[config.mk]
export PLATFORM = sky130hd
export DESIGN_NAME = touch_decision
export DESIGN_NICKNAME = d
export VERILOG_FILES = /design/src/rtl/touch_pkg.sv /design/src/rtl/step_bus_if.sv /design/src/rtl/step_arbiter.sv /design/src/rtl/touch_decision.sv
export VERILOG_INCLUDE_DIRS = /design/src /design/src/rtl
export SDC_FILE = /design/constraint.sdc
export NUM_CORES = 1
export LEC_CHECK = 0
export BUFFER_PORTS_ARGS = -buffer_cell sky130_fd_sc_hd__clkbuf_2
export CAP_MARGIN = 5
export CORE_MARGIN = 2
export CORE_UTILIZATION = 45
export DETAILED_ROUTE_END_ITERATION = 8
export PLACE_DENSITY_LB_ADDON = 0.12
export SYNTH_ARGS = -nofsm -noshare
export SYNTH_HDL_FRONTEND = slang
export SYNTH_SLANG_ARGS = --single-unit
[constraint.sdc]
create_clock -name clk -period 4.95 [get_ports clk]
set_clock_uncertainty 0.1 [all_clocks]
set_input_delay 0.99 -clock clk [delete_from_list [all_inputs] [get_ports clk]]
set_output_delay 0.99 -clock clk [all_outputs]
set_load 0.1 [all_outputs]
[src/rtl/touch_cfg.svh]
// Purpose: timing and encoding constants of the touch decision logic
// Assumes: clk is the timing-circuit oscillator at 100 MHz (10 ns)
// Notes: definitions only
`ifndef TOUCH_CFG_SVH
`define TOUCH_CFG_SVH

// oscillator rate and division down to the sampling rate
`define TOUCH_CLK_MHZ 100
`define TOUCH_SAMPLE_DIV 2
// consecutive same-direction steps that make a capacitive event
`define TOUCH_RUN_THRESHOLD 8
`define TOUCH_RUN_W 8
// duration of one calibration charge or sink step, in ns; one sampling
// period at most, so a following step never cuts it short
`define TOUCH_STEP_NS 20
`define TOUCH_STEP_CYCLES ((`TOUCH_STEP_NS * `TOUCH_CLK_MHZ) / 1000)
// pulse mode: 2.5 ms per nF of mode capacitor, 4.7 nF typical
`define TOUCH_PULSE_US_PER_NF 2500
`define TOUCH_TYPE_CAP_PF 4700
`define TOUCH_PULSE_US ((`TOUCH_PULSE_US_PER_NF * `TOUCH_TYPE_CAP_PF) / 1000)
`define TOUCH_PULSE_SAMPLES (`TOUCH_PULSE_US * `TOUCH_CLK_MHZ / `TOUCH_SAMPLE_DIV)
// pseudo-random frequency modulation
`define TOUCH_SPREAD_PCT 4
`define TOUCH_LFSR_W 8
`define TOUCH_LFSR_SEED 8'h5a
`define TOUCH_LFSR_TAPS 8'hb8
`define TOUCH_TRIM_W 4
// mode select encodings
`define TOUCH_MODE_PUSH 2'b00
`define TOUCH_MODE_TOGGLE 2'b01
`define TOUCH_MODE_PULSE 2'b11

`endif

[src/rtl/touch_pkg.sv]
// Purpose: shared types of the touch decision logic
// Assumes: touch_cfg.svh holds the numeric constants
// Notes: mode code 2'b10 is illegal and treated as push-button
`include "touch_cfg.svh"

package touch_pkg;

  typedef enum logic [1:0] {
    MODE_PUSH = `TOUCH_MODE_PUSH,
    MODE_TOGGLE = `TOUCH_MODE_TOGGLE,
    MODE_PULSE = `TOUCH_MODE_PULSE
  } out_mode_t;

  typedef enum logic {
    PHASE_CHARGE = 1'b0,
    PHASE_DISCHARGE = 1'b1
  } phase_t;

  typedef enum logic [1:0] {
    PULSE_IDLE = 2'b00,
    PULSE_ON = 2'b01
  } pulse_state_t;

  typedef enum logic {
    DIR_UP = 1'b0,
    DIR_DOWN = 1'b1
  } step_dir_t;

endpackage

[src/rtl/step_bus_if.sv]
// Purpose: carries step pulses from the arbiter to the decision logic
// Assumes: one clock domain
// Notes: pulses are one clk cycle wide, never both at once
`timescale 1ns/1ps

interface step_bus_if;
  logic up_step_pulse;
  logic down_step_pulse;
  modport arb (output up_step_pulse, output down_step_pulse);
  modport dec (input up_step_pulse, input down_step_pulse);
endinterface

[src/rtl/step_arbiter.sv]
// Purpose: first-to-switch arbiter of the two comparators
// Assumes: comparator outputs are synchronous to clk and low once crossed
// Notes: a tie in the decision cycle gives no step at all
`timescale 1ns/1ps

module step_arbiter
  import touch_pkg::*;
(
  input wire logic clk,
  input wire logic reset_n,
  input wire logic decide,
  input wire logic ref_cmp_n,
  input wire logic in_cmp_n,
  step_bus_if.arb steps
);

  logic up_q;
  logic up_d;
  logic down_q;
  logic down_d;

  // reference low alone means the plate discharges slower
  assign up_d = decide & ~ref_cmp_n & in_cmp_n;
  assign down_d = decide & ~in_cmp_n & ref_cmp_n;

  always_ff @(posedge clk or negedge reset_n) begin
    if (!reset_n) begin
      up_q <= 1'b0;
      down_q <= 1'b0;
    end else begin
      up_q <= up_d;
      down_q <= down_d;
    end
  end

  assign steps.up_step_pulse = up_q;
  assign steps.down_step_pulse = down_q;

endmodule

[src/rtl/touch_decision.sv]
// Purpose: decision logic of a capacitive touch and proximity switch
// Assumes: clk is the modulated timing oscillator; all inputs synchronous
// Notes: analog charge, sink and driver electrics sit outside this block
// Function
// - both timing circuits charged by one signal
// - first comparator low picks up or down
// - each step drives calibration node fixed time
// - count consecutive same-direction steps
// - direction change clears the run counter
// - event only after enough consecutive steps
// - alternating steps keep counter near zero
// - sampling rate is oscillator divided by two
// - pseudo-random oscillator modulation, four percent spread
// - overcurrent forces switch output inactive
// - toggle inverts output per new event
// - pulse mode gives timed output per event
// - pulse mode ignores events while active
`timescale 1ns/1ps
`include "touch_cfg.svh"

module touch_decision
  import touch_pkg::*;
#(
  parameter int unsigned RUN_THRESHOLD = `TOUCH_RUN_THRESHOLD,
  parameter int unsigned STEP_CYCLES = `TOUCH_STEP_CYCLES,
  parameter int unsigned PULSE_SAMPLES = `TOUCH_PULSE_SAMPLES
) (
  input wire logic clk,
  input wire logic reset_n,
  input wire logic ref_cmp_n,
  input wire logic in_cmp_n,
  input wire logic [1:0] output_mode_select,
  input wire logic overcurrent,
  output logic charge_ctrl,
  output logic up_step_pulse,
  output logic down_step_pulse,
  output logic cal_supply_en,
  output logic cal_sink_en,
  output logic [`TOUCH_TRIM_W-1:0] osc_trim,
  output logic capacitive_event,
  output logic switch_output,
  output logic switch_output_oe_n
);

  localparam int unsigned STEP_W = $clog2(STEP_CYCLES + 1);
  localparam int unsigned PULSE_W = $clog2(PULSE_SAMPLES + 1);
  localparam logic [STEP_W-1:0] STEP_LEN = STEP_W'(STEP_CYCLES);
  localparam logic [PULSE_W-1:0] PULSE_LEN = PULSE_W'(PULSE_SAMPLES);
  localparam logic [`TOUCH_RUN_W-1:0] RUN_LIMIT = `TOUCH_RUN_W'(RUN_THRESHOLD);
  localparam logic [`TOUCH_RUN_W-1:0] RUN_MAX = {`TOUCH_RUN_W{1'b1}};
  localparam logic [`TOUCH_RUN_W-1:0] RUN_ONE = `TOUCH_RUN_W'(1);

  function automatic out_mode_t decode_mode(input logic [1:0] code);
    out_mode_t m;
    m = MODE_PUSH;
    if (code == `TOUCH_MODE_TOGGLE) begin
      m = MODE_TOGGLE;
    end else if (code == `TOUCH_MODE_PULSE) begin
      m = MODE_PULSE;
    end
    return m;
  endfunction

  // sampling phase: charge one period, discharge the next
  phase_t phase_q;
  phase_t phase_d;
  logic decide;

  assign phase_d = (phase_q == PHASE_CHARGE) ? PHASE_DISCHARGE : PHASE_CHARGE;
  assign decide = (phase_q == PHASE_DISCHARGE);

  always_ff @(posedge clk or negedge reset_n) begin
    if (!reset_n) begin
      phase_q <= PHASE_CHARGE;
    end else begin
      phase_q <= phase_d;
    end
  end

  // a single registered signal drives both switches so they never skew
  logic charge_q;
  always_ff @(posedge clk or negedge reset_n) begin
    if (!reset_n) begin
      charge_q <= 1'b0;
    end else begin
      charge_q <= (phase_d == PHASE_CHARGE);
    end
  end
  assign charge_ctrl = charge_q;

  // arbiter
  step_bus_if steps ();
  step_arbiter u_arbiter (
    .clk(clk),
    .reset_n(reset_n),
    .decide(decide),
    .ref_cmp_n(ref_cmp_n),
    .in_cmp_n(in_cmp_n),
    .steps(steps)
  );
  assign up_step_pulse = steps.up_step_pulse;
  assign down_step_pulse = steps.down_step_pulse;

  // calibration node drive, fixed length per step
  logic [STEP_W-1:0] step_cnt_q;
  logic [STEP_W-1:0] step_cnt_d;
  step_dir_t step_dir_q;
  logic any_step;

  assign any_step = steps.up_step_pulse | steps.down_step_pulse;
  assign step_cnt_d = any_step ? STEP_LEN
                    : (step_cnt_q != '0) ? step_cnt_q - STEP_W'(1) : step_cnt_q;

  always_ff @(posedge clk or negedge reset_n) begin
    if (!reset_n) begin
      step_cnt_q <= '0;
      step_dir_q <= DIR_UP;
    end else begin
      step_cnt_q <= step_cnt_d;
      if (any_step) begin
        step_dir_q <= steps.down_step_pulse ? DIR_DOWN : DIR_UP;
      end
    end
  end

  assign cal_supply_en = (step_cnt_q != '0) && (step_dir_q == DIR_UP);
  assign cal_sink_en = (step_cnt_q != '0) && (step_dir_q == DIR_DOWN);

  // run-length counter
  logic [`TOUCH_RUN_W-1:0] run_q;
  logic [`TOUCH_RUN_W-1:0] run_d;
  step_dir_t run_dir_q;
  step_dir_t new_dir;
  logic same_dir;

  assign new_dir = steps.down_step_pulse ? DIR_DOWN : DIR_UP;
  assign same_dir = (new_dir == run_dir_q) && (run_q != '0);

  // cleared on a change, and the step that changed it counts as the first
  always_comb begin
    run_d = run_q;
    if (any_step) begin
      if (same_dir) begin
        run_d = (run_q == RUN_MAX) ? run_q : run_q + RUN_ONE;
      end else begin
        run_d = RUN_ONE;
      end
    end
  end

  always_ff @(posedge clk or negedge reset_n) begin
    if (!reset_n) begin
      run_q <= '0;
      run_dir_q <= DIR_UP;
    end else begin
      run_q <= run_d;
      if (any_step) begin
        run_dir_q <= new_dir;
      end
    end
  end

  // event holds from threshold until the direction turns
  logic event_now;
  logic event_q;
  logic event_rise;

  assign event_now = (run_q >= RUN_LIMIT);
  assign event_rise = event_now & ~event_q;

  always_ff @(posedge clk or negedge reset_n) begin
    if (!reset_n) begin
      event_q <= 1'b0;
    end else begin
      event_q <= event_now;
    end
  end
  assign capacitive_event = event_q;

  // pseudo-random oscillator trim, stepped once per sample
  logic [`TOUCH_LFSR_W-1:0] lfsr_q;
  logic [`TOUCH_LFSR_W-1:0] lfsr_d;
  logic lfsr_fb;

  assign lfsr_fb = ^(lfsr_q & `TOUCH_LFSR_TAPS);
  assign lfsr_d = {lfsr_q[`TOUCH_LFSR_W-2:0], lfsr_fb};

  always_ff @(posedge clk or negedge reset_n) begin
    if (!reset_n) begin
      lfsr_q <= `TOUCH_LFSR_SEED;
    end else if (decide) begin
      lfsr_q <= lfsr_d;
    end
  end
  // full-scale code spans the whole spread; the oscillator scales it
  assign osc_trim = lfsr_q[`TOUCH_TRIM_W-1:0];

  // output modes
  out_mode_t mode;
  pulse_state_t pstate_q;
  pulse_state_t pstate_d;
  logic [PULSE_W-1:0] pcnt_q;
  logic [PULSE_W-1:0] pcnt_d;
  logic toggle_q;
  logic out_d;
  logic out_q;

  assign mode = decode_mode(output_mode_select);

  always_comb begin
    pstate_d = pstate_q;
    pcnt_d = pcnt_q;
    unique case (pstate_q)
      PULSE_IDLE: begin
        if (mode == MODE_PULSE && event_rise) begin
          pstate_d = PULSE_ON;
          pcnt_d = PULSE_LEN;
        end
      end
      PULSE_ON: begin
        // further events ignored here
        if (decide) begin
          if (pcnt_q <= PULSE_W'(1)) begin
            pstate_d = PULSE_IDLE;
            pcnt_d = '0;
          end else begin
            pcnt_d = pcnt_q - PULSE_W'(1);
          end
        end
      end
    endcase
  end

  always_ff @(posedge clk or negedge reset_n) begin
    if (!reset_n) begin
      pstate_q <= PULSE_IDLE;
      pcnt_q <= '0;
    end else begin
      pstate_q <= pstate_d;
      pcnt_q <= pcnt_d;
    end
  end

  always_ff @(posedge clk or negedge reset_n) begin
    if (!reset_n) begin
      toggle_q <= 1'b0;
    end else if (mode == MODE_TOGGLE && event_rise) begin
      toggle_q <= ~toggle_q;
    end
  end

  always_comb begin
    unique case (mode)
      MODE_PUSH: out_d = event_now;
      MODE_TOGGLE: out_d = toggle_q;
      MODE_PULSE: out_d = (pstate_d == PULSE_ON);
    endcase
    // short-circuit protection overrides every mode
    if (overcurrent) begin
      out_d = 1'b0;
    end
  end

  always_ff @(posedge clk or negedge reset_n) begin
    if (!reset_n) begin
      out_q <= 1'b0;
    end else begin
      out_q <= out_d;
    end
  end

  // open-drain high side: drive only while active
  assign switch_output = out_q;
  assign switch_output_oe_n = ~out_q;

endmodule

==> impl_metrics.env <==
export IMPL_max_cap_violations=0
export IMPL_period_minus_slack_ns=2.65
export IMPL_tns_ns=0
export IMPL_cts_tree="built"
export IMPL_slew_headroom_pct=39.5
export IMPL_h_tree_depth=2
export IMPL_die_w_um=78.8
export IMPL_p_sw_share_pct=40.2
export IMPL_groute_layer_met2_usage_pct=28.1
export IMPL_cts_resized=0
export IMPL_drtAntennaViolNets=0
export IMPL_syn_avg_cell_area_um2=9.77
export IMPL_rows=27
export IMPL_critPathMaxStageDelay_ns=0.46
export IMPL_setup_violations_final=0
export IMPL_area_delta_synth_final_pct=9.73
export IMPL_final_cell_mix="44 x dfrtp_1, 23 x nor2_1"
export IMPL_drtIter0Drc=80
export IMPL_synth_edf_count=0
export IMPL_switchingPower_mw=0.462
export IMPL_clock_power_share_pct=20.4
export IMPL_fin_nets=288
export IMPL_synth_distinct_cells=53
export IMPL_portBuffers=18
export IMPL_path_buf_inv=2
export IMPL_mostFrequentLayoutCell="dfrtp_1"
export IMPL_clk_latency_ns=0.30
export IMPL_drcViolationCount=0
export IMPL_fmax_mhz=377
export IMPL_yosys_most_used_dff="dfrtp_1"
export IMPL_pin_count=19
export IMPL_ys_seq_area_share_pct=47.9
export IMPL_grt_use_met3_pct=3.41
export IMPL_use_met1_pct=22.3
export IMPL_status="completed"
export IMPL_synth_seq_cells=48
export IMPL_leakagePower_nw=1.30
export IMPL_clk_path_buf_depth=2
export IMPL_crit_fanout=4
export IMPL_core_area_um2=5470
export IMPL_drt_wl_total_um=4840
export IMPL_gp_congestion=0.839
export IMPL_busiest_layer="met2"
export IMPL_fin_total_pwr_mw=1.15
export IMPL_power_frac_comb_pct=34.1
export IMPL_hold_class="flip-flop to flip-flop"
export IMPL_reg2regPathDepth=5
export IMPL_wire_per_inst_um=13.9
export IMPL_grt_overflow_total=0
export IMPL_synth_nets=270
export IMPL_hpwl_um=3310
export IMPL_cp_start_kind="flip-flop"
export IMPL_grt_pass1_vias=1800
export IMPL_hold_violations=0
export IMPL_seqPwrFrac_pct=45.5
export IMPL_tightest_slew_ns=0.898
export IMPL_netlist_area_um2=2520
export IMPL_arrival_ns=1.56
export IMPL_synth_warnings=0
export IMPL_grt_pass1_wl_um=8380
export IMPL_grt_max_degree=49
export IMPL_numCtsBuffers=5
export IMPL_worstPathRequired_ns=3.86
export IMPL_internal_power_mw=0.689
export IMPL_grt_usage_pct=16.9
export IMPL_grt_setup_unrepaired="false"
export IMPL_setup_worst_path_end_class="primary output"
export IMPL_vias=1905
export IMPL_dr_pass1_iters=4
export IMPL_dieArea_um2=6210
export IMPL_peakVddDrop_mv=0.195
export IMPL_cts_setup_buffers=0
export IMPL_start_util_pct=46.0
export IMPL_async_flop_share_pct=100
export IMPL_cts_sinks=48
export IMPL_slew_viol_final=0
export IMPL_cts_hold_buffers=0
export IMPL_die_height_um=78.8
export IMPL_path_depth=4
export IMPL_hold_depth=1
export IMPL_whs_ns=0.392
export IMPL_antenna_found_initial=0
export IMPL_synthCells=258
export IMPL_crit_slowest_cell="clkbuf_2"
export IMPL_avgViaCountPerCell=5.46
export IMPL_clockRootBuffer="clkbuf_8"
export IMPL_layout_drive_gt1_share_pct=20.6
export IMPL_path_delay_family="buffers and inverters"
export IMPL_fin_crit_sh_pct=53.5
export IMPL_crit_chain="inv_1 > ha_1 > nor2b_1 > clkbuf_2"
export IMPL_worstSetupPathType="flip-flop to primary output"
export IMPL_powerDensity_nw_per_um2=416
export IMPL_clk_pin_slew_ns=0.09
export IMPL_antenna_cells=0
==> power groups by stage <==
stage	clock, mW	combinational [mW]	sequential [mW]
2_1_floorplan	0	0.291	0.534
3_3_place_gp	0	0.388	0.530
3_5_place_dp	0	0.396	0.530
4_1_cts	0.244	0.397	0.524
5_1_grt	0.262	0.443	0.536
6_report	0.235	0.393	0.524
==> cell usage after synthesis (5+ instances only) <==
master    instances  share of area [%]
dfrtp_1          44                 44
nor2_1           23                3.4
a21oi_1          18                3.6
inv_1            18                2.7
nand2_1          18                2.7
o21ai_0          11                2.2
nand3_1          10                2.0
mux2_2            9                4.0
a21o_1            8                2.4
nor3_1            7                1.4
nor4_1            6                1.5
xor2_1            6                2.1
clkbuf_1          5               0.74
ha_1              5                2.5
==> flip-flops by register name (all words and copies together) (netlist names) <==
| register | cells |
|---|---|
| capacitive_event | 1 |
| step_cnt_q | 2 |
| pcnt_q | 20 |
| charge_ctrl | 1 |
| u_arbiter.steps.up_step_pulse | 1 |
| toggle_q | 1 |
| decide | 1 |
| pstate_q | 2 |
| u_arbiter.steps.down_step_pulse | 1 |
| run_q | 8 |
| switch_output | 1 |
| lfsr_q | 8 |
| run_dir_q | 1 |
==> per-layer routing <==
layer	share of wire [%]	vias to the layer above	wire, um
met5	0	-	0
met4	1.4	0	68
met3	2.8	6	135
met2	48	23	2310
met1	48	922	2320
li1	-	954	-
==> through the flow <==
step / setup slack, ns / instance area, um^2 / util [%] / cells
global route: 2.20 / 2770 / 50.5 / 349
CTS: 2.28 / 2770 / 50.5 / 349
floorplan: 1.90 / 2520 / - / 258
finish: 2.30 / 2770 / 50.5 / 349
global placement: 2.56 / 2680 / 48.9 / 341
detailed placement: 2.52 / 2680 / 48.9 / 341
==> worst paths after layout <==
path	start	endpoint	slack, ns
min in group asynchronous	reset_n	toggle_q	0.67
setup reg to reg	pcnt_q[6]	pcnt_q[4]	2.50
hold reg to reg	toggle_q	toggle_q	0.39
max in group asynchronous	reset_n	charge_ctrl	3.67
setup / recovery	step_cnt_q[0]	cal_sink_en	2.30
hold / removal	toggle_q	toggle_q	0.39
==> cell type report <==
cell class	instances	area (um^2)
Fill cell	527	2710
Clock inverter	3	18.8
Tap cell	72	90.1
Clock buffer	5	68.8
Inverter	18	67.6
Multi-Input combinational cell	181	1190
Timing Repair Buffer	22	120
Sequential cell	48	1210
==> kinds of logic after synthesis <==
logic type / count (synthesis) / share of synthesized area, %
XOR/XNOR: 10 / 3.48
buffers and inverters: 29 / 5.21
AND/OR/NAND/NOR: 90 / 18.8
AO/OA/AOI/OAI: 66 / 17.7
flip-flops: 48 / 47.9
adder cells (fa/ha/maj): 5 / 2.48
multiplexers: 10 / 4.42
(Power assumes the default switching activity.)
